--- config.mk ---
export PLATFORM = sky130hd
export DESIGN_NAME = twowire_target
export DESIGN_NICKNAME = d
export VERILOG_FILES = /design/src/hw/twowire_target.v
export VERILOG_INCLUDE_DIRS = /design/src /design/src/hw
export SDC_FILE = /design/constraint.sdc
export NUM_CORES = 1
export LEC_CHECK = 0
export ABC_AREA = 0
export BUFFER_PORTS_ARGS = -buffer_cell sky130_fd_sc_hd__buf_2
export CORE_UTILIZATION = 30
export CTS_CLUSTER_DIAMETER = 50
export DETAILED_ROUTE_END_ITERATION = 8
export PLACE_DENSITY = 0.52
export SYNTH_ARGS = -nofsm -noshare
export SYNTH_HDL_FRONTEND = slang
export SYNTH_SLANG_ARGS = --single-unit
export TNS_END_PERCENT = 20
--- constraint.sdc ---
create_clock -name clk -period 5.8 [get_ports clk]
set_clock_uncertainty 0.2 [all_clocks]
set_input_delay 1.16 -clock clk [delete_from_list [all_inputs] [get_ports clk]]
set_output_delay 1.16 -clock clk [all_outputs]
set_load 0.05 [all_outputs]
--- src/hw/twowire_target_consts.vh ---
// register indices, field positions, reset values and command codes
// of the two-wire target block; byte address of a register is 4 * index
`ifndef TWOWIRE_TARGET_CONSTS_VH
`define TWOWIRE_TARGET_CONSTS_VH

// register indices
`define IDX_CONTROL_A        8'h09
`define IDX_CONTROL_B        8'h0a
`define IDX_STATUS           8'h0b
`define IDX_OWN_ADDRESS      8'h0c
`define IDX_SHIFT_BYTE       8'h0d
`define IDX_CONTROLLER_CTL   8'h10

// target_control_a fields
`define CTLA_STOP_IRQ_EN     5
`define CTLA_PROMISC         2
`define CTLA_AUTO_RESUME     1
`define CTLA_ENABLE          0

// target_control_b fields
`define CTLB_ACK_SEL         2
`define CTLB_CMD_HI          1
`define CTLB_CMD_LO          0

// target_status fields
`define ST_BYTE_DONE         7
`define ST_ADDR_STOP         6
`define ST_STRETCH           5
`define ST_MASTER_ACK        4
`define ST_CLASH             3
`define ST_BUS_FAULT         2
`define ST_DIR               1
`define ST_CAUSE             0

// controller_control_a fields
`define CCTL_ENABLE          0

// command codes
`define CMD_NO_OP            2'h0
`define CMD_RESERVED         2'h1
`define CMD_COMPLETE         2'h2
`define CMD_RESPONSE         2'h3

// reset values
`define RST_REG8             8'h00

// after-acknowledge destinations
`define AFT_RX               2'h0
`define AFT_BYTE_DONE        2'h1
`define AFT_WAIT             2'h2

`endif

--- src/hw/twowire_target.v ---
// two-wire target: command strobes, acknowledge reply, status flags and
// own-address match, behind an apb slave.
// assumes an external open-drain wire resolution for scl and sda and a
// system clock at least four times the scl rate.
//
// The APB interface to the registers was left to the implementer.
`timescale 1ns/1ps
`include "twowire_target_consts.vh"

module twowire_target #(
  parameter AW = 12
) (
  // clock and reset
  input  wire          clk,
  input  wire          rst_n,
  // apb slave
  input  wire          psel,
  input  wire          penable,
  input  wire          pwrite,
  input  wire [AW-1:0] paddr,
  input  wire [31:0]   pwdata,
  output reg  [31:0]   prdata,
  output wire          pready,
  output wire          pslverr,
  // two-wire pins, open drain
  input  wire          scl_in,
  output wire          scl_out,
  output reg           scl_oe,
  input  wire          sda_in,
  output wire          sda_out,
  output wire          sda_oe
);

  localparam S_IDLE = 3'd0;
  localparam S_ADDR = 3'd1;
  localparam S_HOLD = 3'd2;
  localparam S_ACK  = 3'd3;
  localparam S_RX   = 3'd4;
  localparam S_TX   = 3'd5;
  localparam S_MACK = 3'd6;
  localparam S_WAIT = 3'd7;

  function hit;
    input [AW-1:0] a;
    input [7:0]    idx;
    begin
      hit = (a == {{(AW-10){1'b0}}, idx, 2'b00});
    end
  endfunction

  // software registers
  reg  [7:0] control_a;
  reg        ack_reply_select;
  reg  [7:0] target_own_address;
  reg        controller_enable;
  reg  [7:0] target_shift_byte;

  // status
  reg        byte_done_flag;
  reg        addr_stop_flag;
  reg        master_ack_seen;
  reg        tx_clash_flag;
  reg        bus_fault_flag;
  reg        dir;
  reg        flag_cause;

  // bus engine
  reg  [2:0] state;
  reg  [3:0] bit_cnt;
  reg        hold_addr;
  reg        drive_low;
  reg  [1:0] after_ack;
  reg        ack_sent_nack;

  // synchronisers
  reg        scl_m;
  reg        scl_s;
  reg        scl_q;
  reg        sda_m;
  reg        sda_s;
  reg        sda_q;

  wire stop_irq_enable  = control_a[`CTLA_STOP_IRQ_EN];
  wire promisc          = control_a[`CTLA_PROMISC];
  wire auto_resume_mode = control_a[`CTLA_AUTO_RESUME];
  wire target_enable    = control_a[`CTLA_ENABLE];

  // apb decode
  wire wr_en    = psel & penable & pwrite;
  wire rd_en    = psel & penable & ~pwrite;
  wire hit_ca   = hit(paddr, `IDX_CONTROL_A);
  wire hit_cb   = hit(paddr, `IDX_CONTROL_B);
  wire hit_st   = hit(paddr, `IDX_STATUS);
  wire hit_ad   = hit(paddr, `IDX_OWN_ADDRESS);
  wire hit_dt   = hit(paddr, `IDX_SHIFT_BYTE);
  wire hit_cc   = hit(paddr, `IDX_CONTROLLER_CTL);
  wire mapped   = hit_ca | hit_cb | hit_st | hit_ad | hit_dt | hit_cc;

  assign pready  = 1'b1;
  assign pslverr = psel & penable & ~mapped;
  assign scl_out = 1'b0;
  assign sda_out = 1'b0;
  // once a clash is seen the target stops pulling sda low
  assign sda_oe  = drive_low & ~tx_clash_flag;

  wire [1:0] target_command_strobe = pwdata[`CTLB_CMD_HI:`CTLB_CMD_LO];
  wire       cmd_wr     = wr_en & hit_cb;
  wire       cmd_resp   = cmd_wr & (target_command_strobe == `CMD_RESPONSE);
  wire       cmd_comp   = cmd_wr & (target_command_strobe == `CMD_COMPLETE);
  // ack choice of this very write applies to its own command
  wire       ack_eff    = cmd_wr ? pwdata[`CTLB_ACK_SEL] : ack_reply_select;
  wire       data_rd    = rd_en & hit_dt;
  wire       data_wr    = wr_en & hit_dt;
  // without auto-resume a data access neither resumes nor clears the flags
  wire       data_go    = auto_resume_mode & (data_rd | data_wr);
  wire       acc_clear  = cmd_resp | cmd_comp | data_go;
  wire       holding    = (state == S_HOLD);
  wire       resume     = holding & (cmd_resp | data_go);
  wire       complete   = holding & cmd_comp & ~cmd_resp;
  wire       data_wr_ok = data_wr & (holding | state == S_IDLE | state == S_WAIT);

  // bus events, never from the first synchroniser stage
  wire scl_rise = scl_s & ~scl_q;
  wire scl_fall = ~scl_s & scl_q;
  wire start_ev = scl_s & scl_q & sda_q & ~sda_s;
  wire stop_ev  = scl_s & scl_q & ~sda_q & sda_s;
  wire in_byte  = (state == S_ADDR) | (state == S_RX) | (state == S_TX);
  // first scl pulse of a legal stop or repeated start counts as bit one
  wire mid_byte = (state == S_TX) ? (bit_cnt != 4'h0) : (in_byte & bit_cnt > 4'h1);

  wire [6:0] rx_addr   = target_shift_byte[7:1];
  wire       addr_hit  = promisc | (rx_addr == target_own_address[7:1]) |
                         (target_own_address[0] & (rx_addr == 7'h00));

  // w1c masks from a status write
  wire       st_wr     = wr_en & hit_st;
  wire       w1c_done  = st_wr & pwdata[`ST_BYTE_DONE];
  wire       w1c_addr  = st_wr & pwdata[`ST_ADDR_STOP];
  wire       w1c_clash = st_wr & pwdata[`ST_CLASH];
  wire       w1c_fault = st_wr & pwdata[`ST_BUS_FAULT];

  always @(posedge clk or negedge rst_n) begin
    if (!rst_n) begin
      scl_m <= 1'b1;
      scl_s <= 1'b1;
      scl_q <= 1'b1;
      sda_m <= 1'b1;
      sda_s <= 1'b1;
      sda_q <= 1'b1;
    end else begin
      scl_m <= scl_in;
      scl_s <= scl_m;
      scl_q <= scl_s;
      sda_m <= sda_in;
      sda_s <= sda_m;
      sda_q <= sda_s;
    end
  end

  // plain software registers
  always @(posedge clk or negedge rst_n) begin
    if (!rst_n) begin
      control_a          <= `RST_REG8;
      ack_reply_select   <= 1'b0;
      target_own_address <= `RST_REG8;
      controller_enable  <= 1'b0;
    end else if (wr_en) begin
      if (hit_ca) begin
        control_a <= pwdata[7:0] & 8'he7;
      end else if (hit_cb) begin
        ack_reply_select <= pwdata[`CTLB_ACK_SEL];
      end else if (hit_ad) begin
        target_own_address <= pwdata[7:0];
      end else if (hit_cc) begin
        controller_enable <= pwdata[`CCTL_ENABLE];
      end
    end
  end

  // bus engine and status flags; sets are written last so they win
  always @(posedge clk or negedge rst_n) begin
    if (!rst_n) begin
      state             <= S_IDLE;
      bit_cnt           <= 4'h0;
      hold_addr         <= 1'b0;
      drive_low         <= 1'b0;
      after_ack         <= `AFT_RX;
      ack_sent_nack     <= 1'b0;
      scl_oe            <= 1'b0;
      target_shift_byte <= `RST_REG8;
      byte_done_flag    <= 1'b0;
      addr_stop_flag    <= 1'b0;
      master_ack_seen   <= 1'b0;
      tx_clash_flag     <= 1'b0;
      bus_fault_flag    <= 1'b0;
      dir               <= 1'b0;
      flag_cause        <= 1'b0;
    end else begin
      // scl is let go on the same edge that sets sda
      scl_oe <= holding & ~resume & ~complete;
      if (acc_clear | w1c_done) begin
        byte_done_flag <= 1'b0;
      end
      if (acc_clear | w1c_addr) begin
        addr_stop_flag <= 1'b0;
      end
      if (w1c_clash | start_ev) begin
        tx_clash_flag <= 1'b0;
      end
      if (w1c_fault) begin
        bus_fault_flag <= 1'b0;
      end
      if (data_wr_ok) begin
        target_shift_byte <= pwdata[7:0];
      end
      // misplaced start or stop, seen only with the controller enabled
      if (controller_enable & (start_ev | stop_ev) &
          ((state == S_ADDR & bit_cnt <= 4'h1 & stop_ev) | mid_byte)) begin
        bus_fault_flag <= 1'b1;
      end
      if (!target_enable) begin
        state     <= S_IDLE;
        drive_low <= 1'b0;
      end else if (start_ev) begin
        state     <= S_ADDR;
        bit_cnt   <= 4'h0;
        drive_low <= 1'b0;
      end else if (stop_ev) begin
        if (stop_irq_enable & state != S_IDLE) begin
          addr_stop_flag <= 1'b1;
          flag_cause     <= 1'b0;
        end
        state     <= S_IDLE;
        drive_low <= 1'b0;
      end else begin
        case (state)
          S_ADDR, S_RX: begin
            if (scl_rise & bit_cnt != 4'h8) begin
              target_shift_byte <= {target_shift_byte[6:0], sda_s};
              bit_cnt           <= bit_cnt + 4'h1;
            end else if (scl_fall & bit_cnt == 4'h8) begin
              bit_cnt <= 4'h0;
              if (state == S_RX) begin
                byte_done_flag <= 1'b1;
                hold_addr      <= 1'b0;
                state          <= S_HOLD;
              end else if (addr_hit) begin
                addr_stop_flag <= 1'b1;
                flag_cause     <= 1'b1;
                dir            <= target_shift_byte[0];
                hold_addr      <= 1'b1;
                state          <= S_HOLD;
              end else begin
                state <= S_IDLE;
              end
            end
          end
          S_HOLD: begin
            // hold line low until a response or complete command or an auto-resume access
            if (resume) begin
              if (!dir) begin
                drive_low     <= ~ack_eff;
                ack_sent_nack <= ack_eff;
                after_ack     <= `AFT_RX;
                state         <= S_ACK;
              end else if (hold_addr) begin
                drive_low     <= ~ack_eff;
                ack_sent_nack <= ack_eff;
                after_ack     <= `AFT_BYTE_DONE;
                state         <= S_ACK;
              end else begin
                // read data: byte first, master ack after it
                bit_cnt   <= 4'h0;
                drive_low <= data_wr ? ~pwdata[7] : ~target_shift_byte[7];
                if (data_wr) begin
                  target_shift_byte <= pwdata[7:0];
                end
                state <= S_TX;
              end
            end else if (complete) begin
              if (!dir) begin
                drive_low     <= ~ack_eff;
                ack_sent_nack <= ack_eff;
                after_ack     <= `AFT_WAIT;
                state         <= S_ACK;
              end else begin
                state <= S_WAIT;
              end
            end
          end
          S_ACK: begin
            // a nack that reads back low is a clash
            if (scl_rise & ack_sent_nack & ~sda_s) begin
              tx_clash_flag <= 1'b1;
            end
            if (scl_fall) begin
              drive_low <= 1'b0;
              bit_cnt   <= 4'h0;
              if (ack_sent_nack | after_ack == `AFT_WAIT) begin
                state <= S_WAIT;
              end else if (after_ack == `AFT_BYTE_DONE) begin
                byte_done_flag <= 1'b1;
                hold_addr      <= 1'b0;
                state          <= S_HOLD;
              end else begin
                state <= S_RX;
              end
            end
          end
          S_TX: begin
            if (scl_rise & ~drive_low & ~sda_s) begin
              tx_clash_flag <= 1'b1;
            end
            if (scl_fall) begin
              if (bit_cnt == 4'h7) begin
                drive_low <= 1'b0;
                state     <= S_MACK;
              end else begin
                bit_cnt           <= bit_cnt + 4'h1;
                drive_low         <= ~target_shift_byte[6];
                target_shift_byte <= {target_shift_byte[6:0], 1'b1};
              end
            end
          end
          S_MACK: begin
            if (scl_rise) begin
              master_ack_seen <= sda_s;
            end
            if (scl_fall) begin
              // byte is done even if it clashed
              byte_done_flag <= 1'b1;
              hold_addr      <= 1'b0;
              bit_cnt        <= 4'h0;
              state          <= master_ack_seen ? S_WAIT : S_HOLD;
            end
          end
          default: begin
            drive_low <= 1'b0;
          end
        endcase
      end
    end
  end

  // read mux
  always @* begin
    prdata = 32'h0000_0000;
    if (hit_ca) begin
      prdata[7:0] = control_a;
    end else if (hit_cb) begin
      // command field always reads as zero
      prdata[7:0] = {5'h00, ack_reply_select, 2'b00};
    end else if (hit_st) begin
      prdata[7:0] = {byte_done_flag, addr_stop_flag, holding,
                     master_ack_seen, tx_clash_flag, bus_fault_flag, dir, flag_cause};
    end else if (hit_ad) begin
      prdata[7:0] = target_own_address;
    end else if (hit_dt) begin
      prdata[7:0] = target_shift_byte;
    end else if (hit_cc) begin
      prdata[7:0] = {7'h00, controller_enable};
    end
  end

endmodule

==> impl_metrics.toml <==
[routing]
vias = 3291
via_per_inst = 5.44
avgRoutedWirePerCell_um = 17.3
wl_met2_um = 4600
route.detailed.drc = 0
routed.top_layer = "met5"
drt-total-wl_um = 10500
dr.pass1.iters = 5
ant_nets = 0
drt_iter0_markers = 299
route.met3.wl_um = 539
met1_length_um = 5100

[clocking]
cts_tree = "yes"
post_cts_resized = 0
clockRootBuffer = "clkbuf_16"
cts_sinks = 50
clkSlewWorstSetupHoldPaths_ns = 0.06
cts_hold_buf = 0
cts_setup_buffers = 0
cts_buffers = 5
h-tree-depth = 2
worstSkewPairLatency_ns = 0.29
clockBufferDepth = 2

[grt]
antenna_found_initial = 1
grt_pass1_vias = 3049
overflow = 0
grt_start_max_net_pins = 51
grtUsageTotal = 0.163
grt_pass1_wl_um = 16500

[cells_and_area]
layout.cells.non_filler = 605
final_util = 0.343
area_growth_pct = 10.0
diodes = 0
final_cell_mix = "44 x dfrtp_1, 37 x buf_2, 29 x nand2_1, 27 x conb_1"
nets = 491
regArea_um2 = 1260
drive_above_1_share = 0.213
final_common_cell = "dfrtp_1"
multi_input_area_um2 = 2290
fillCellCount = 1248

[sta]
min_period_ns = 4.85
rsz0062_at_grt = "false"
timing.final.crit_share = 0.836
clock.fmax_mhz = 206
fin_tns_setup_ns = 0
hold_viol = 0
whs_ns = 0.156
setup_viol = 0
worst_pin_slew_ns = 0.905
relSlewSlack = 0.396
drv_slew = 0

[placed_design]
dp_cells = 597
place_hpwl_um = 7830
portBuffers = 37
gp_congestion = 0.873

[floorplan]
chipWidth_um = 114
fp-row-count = 40
core_area_um2 = 12200
initial_core_util = 0.312
die_h_um = 114
io_pins = 89
die_area_um2 = 13100

[logic_synthesis]
netlist_area_um2 = 3800
yosysSeqAreaShare = 0.332
ys_ff_latch = 50
synth.distinct_cells = 72
ys.flop_type = "dfrtp_1"
yosys_warnings = 0
synth_edf_count = 0
avgSynthCellArea_um2 = 9.19
synthArstFlopShare = 1.00
synthCells = 413

[power_and_ir_drop]
p_clk_frac = 0.436
pwr-share-seq = 0.456
combPwrFrac = 0.109
p_per_area_nw_per_um2 = 187
p_sw_mw = 0.198
p_leak_nw = 1.83
internal_power_mw = 0.583
switching_share = 0.253
vdd.ir_drop.worst_mv = 0.121

[critical_path]
cp-end-kind = "output port"
cp_max_fo = 9
critPathArrivalTime_ns = 3.49
worstSetupPathType = "in2out"
cp-start-kind = "input pin"
cp.required_ns = 4.44

[worst_hold_path]
min_path_type = "reg2reg"

[run]
maxCapViolations = 0

[outcome]
outcome = "finished clean"
## power groups by stage
stage	logic (mW)	registers (mW)	clock network [mW]
2_1_floorplan	0.0729	0.361	0
3_3_place_gp	0.0841	0.362	0
3_5_place_dp	0.0850	0.362	0
4_1_cts	0.0851	0.355	0.353
5_1_grt	0.0910	0.356	0.365
6_report	0.0848	0.356	0.340
## stage by stage
| stage | setup WS (ns) | power, mW | area, um^2 |
|---|---|---|---|
| global placement | 0.955 | 0.446 | 4000 |
| floorplan | 1.06 | 0.434 | 3890 |
| finish | 0.954 | 0.780 | 4180 |
| global route | 0.885 | 0.811 | 4180 |
| detailed placement | 0.959 | 0.447 | 4000 |
| CTS | 0.965 | 0.794 | 4180 |
## layout make-up
type                            instances  share of cell area
Multi-Input combinational cell        328               0.547
Sequential cell                        50               0.301
Tap cell                              168              0.0503
Timing Repair Buffer                   40              0.0497
Clock buffer                            7              0.0342
Inverter                               11             0.00989
Clock inverter                          1             0.00719
## cell usage after synthesis (4+ instances only)
master     instances  area [um^2]
a22oi_1            4         30.0
a21oi_1           24          120
nor2_1            21         78.8
nand3_1            8         40.0
mux2_2            18          203
dfstp_2            6          158
o21a_1             5         37.5
ha_1               4         50.1
o211ai_1           4         30.0
nand2b_1           4         25.0
a222oi_1           5         50.1
a21o_1             4         30.0
mux2i_1           18          180
buf_4             30          225
nor2b_1            5         31.3
and3_1             4         25.0
nand2_1           29          109
nand4b_1           4         35.0
buf_2              4         20.0
xor2_1             4         35.0
o21ai_0           24          120
inv_1             11         41.3
a31oi_1            6         37.5
nor4b_1            5         43.8
nand4_1           13         81.3
nor4_4             4         85.1
a2bb2oi_1          7         61.3
xnor2_1            5         43.8
nor4_1             4         25.0
nor3_1             9         45.0
clkbuf_1          12         45.0
dfrtp_1           44         1100
## metal layers
layer  GRT usage  up-vias
met5           0        -
met4      0.0519        2
met3      0.0291       13
met2       0.249      113
met1       0.233     1612
li1            -     1551
## cells by family (layout without fill, tap and decap cells)
kind of cell | count (synthesis) | in the layout | synth area share
DFF | 50 | 50 | 0.332
and+or+nand+nor | 137 | 137 | 0.228
AOI/OAI and AO/OA | 114 | 114 | 0.209
adders and majority gates | 5 | 5 | 0.0158
buffers and inverters | 60 | 59 | 0.0923
xor gates and xnor gates | 9 | 9 | 0.0208
muxes | 36 | 36 | 0.101
other | 2 | 27 | 0.00198
## final timing paths
check                      slack [ns]                          end       startpoint  depth (start not counted)
max in group asynchronous        4.19       flag_cause$_DFFE_PN0P_            rst_n                          2
max reg2reg                      3.06       bit_cnt[3]$_DFFE_PN0P_  scl_q$_DFF_PN1_                          7
min reg2reg                      0.16              sda_s$_DFF_PN1_  sda_m$_DFF_PN1_                          0
min in group asynchronous        0.79  master_ack_seen$_DFFE_PN0P_            rst_n                          2
max                              0.95                    prdata[0]         paddr[9]                          8
min                              0.16              sda_s$_DFF_PN1_  sda_m$_DFF_PN1_                          0
## worst max-delay path: stages
cell      delay (ns)
buf_2           0.11
or4_4           0.59
or2_4           0.32
nor4_4          0.49
a222oi_1        0.20
a21oi_1         0.24
a21o_1          0.11
buf_2           0.25
## state kept, by name (all words and copies together) (netlist names), 2 cells and up
register            count
bit_cnt                 4
after_ack               2
state                   3
target_own_address      8
target_shift_byte       8
control_a               6
Power figures use the tool's default switching activity.
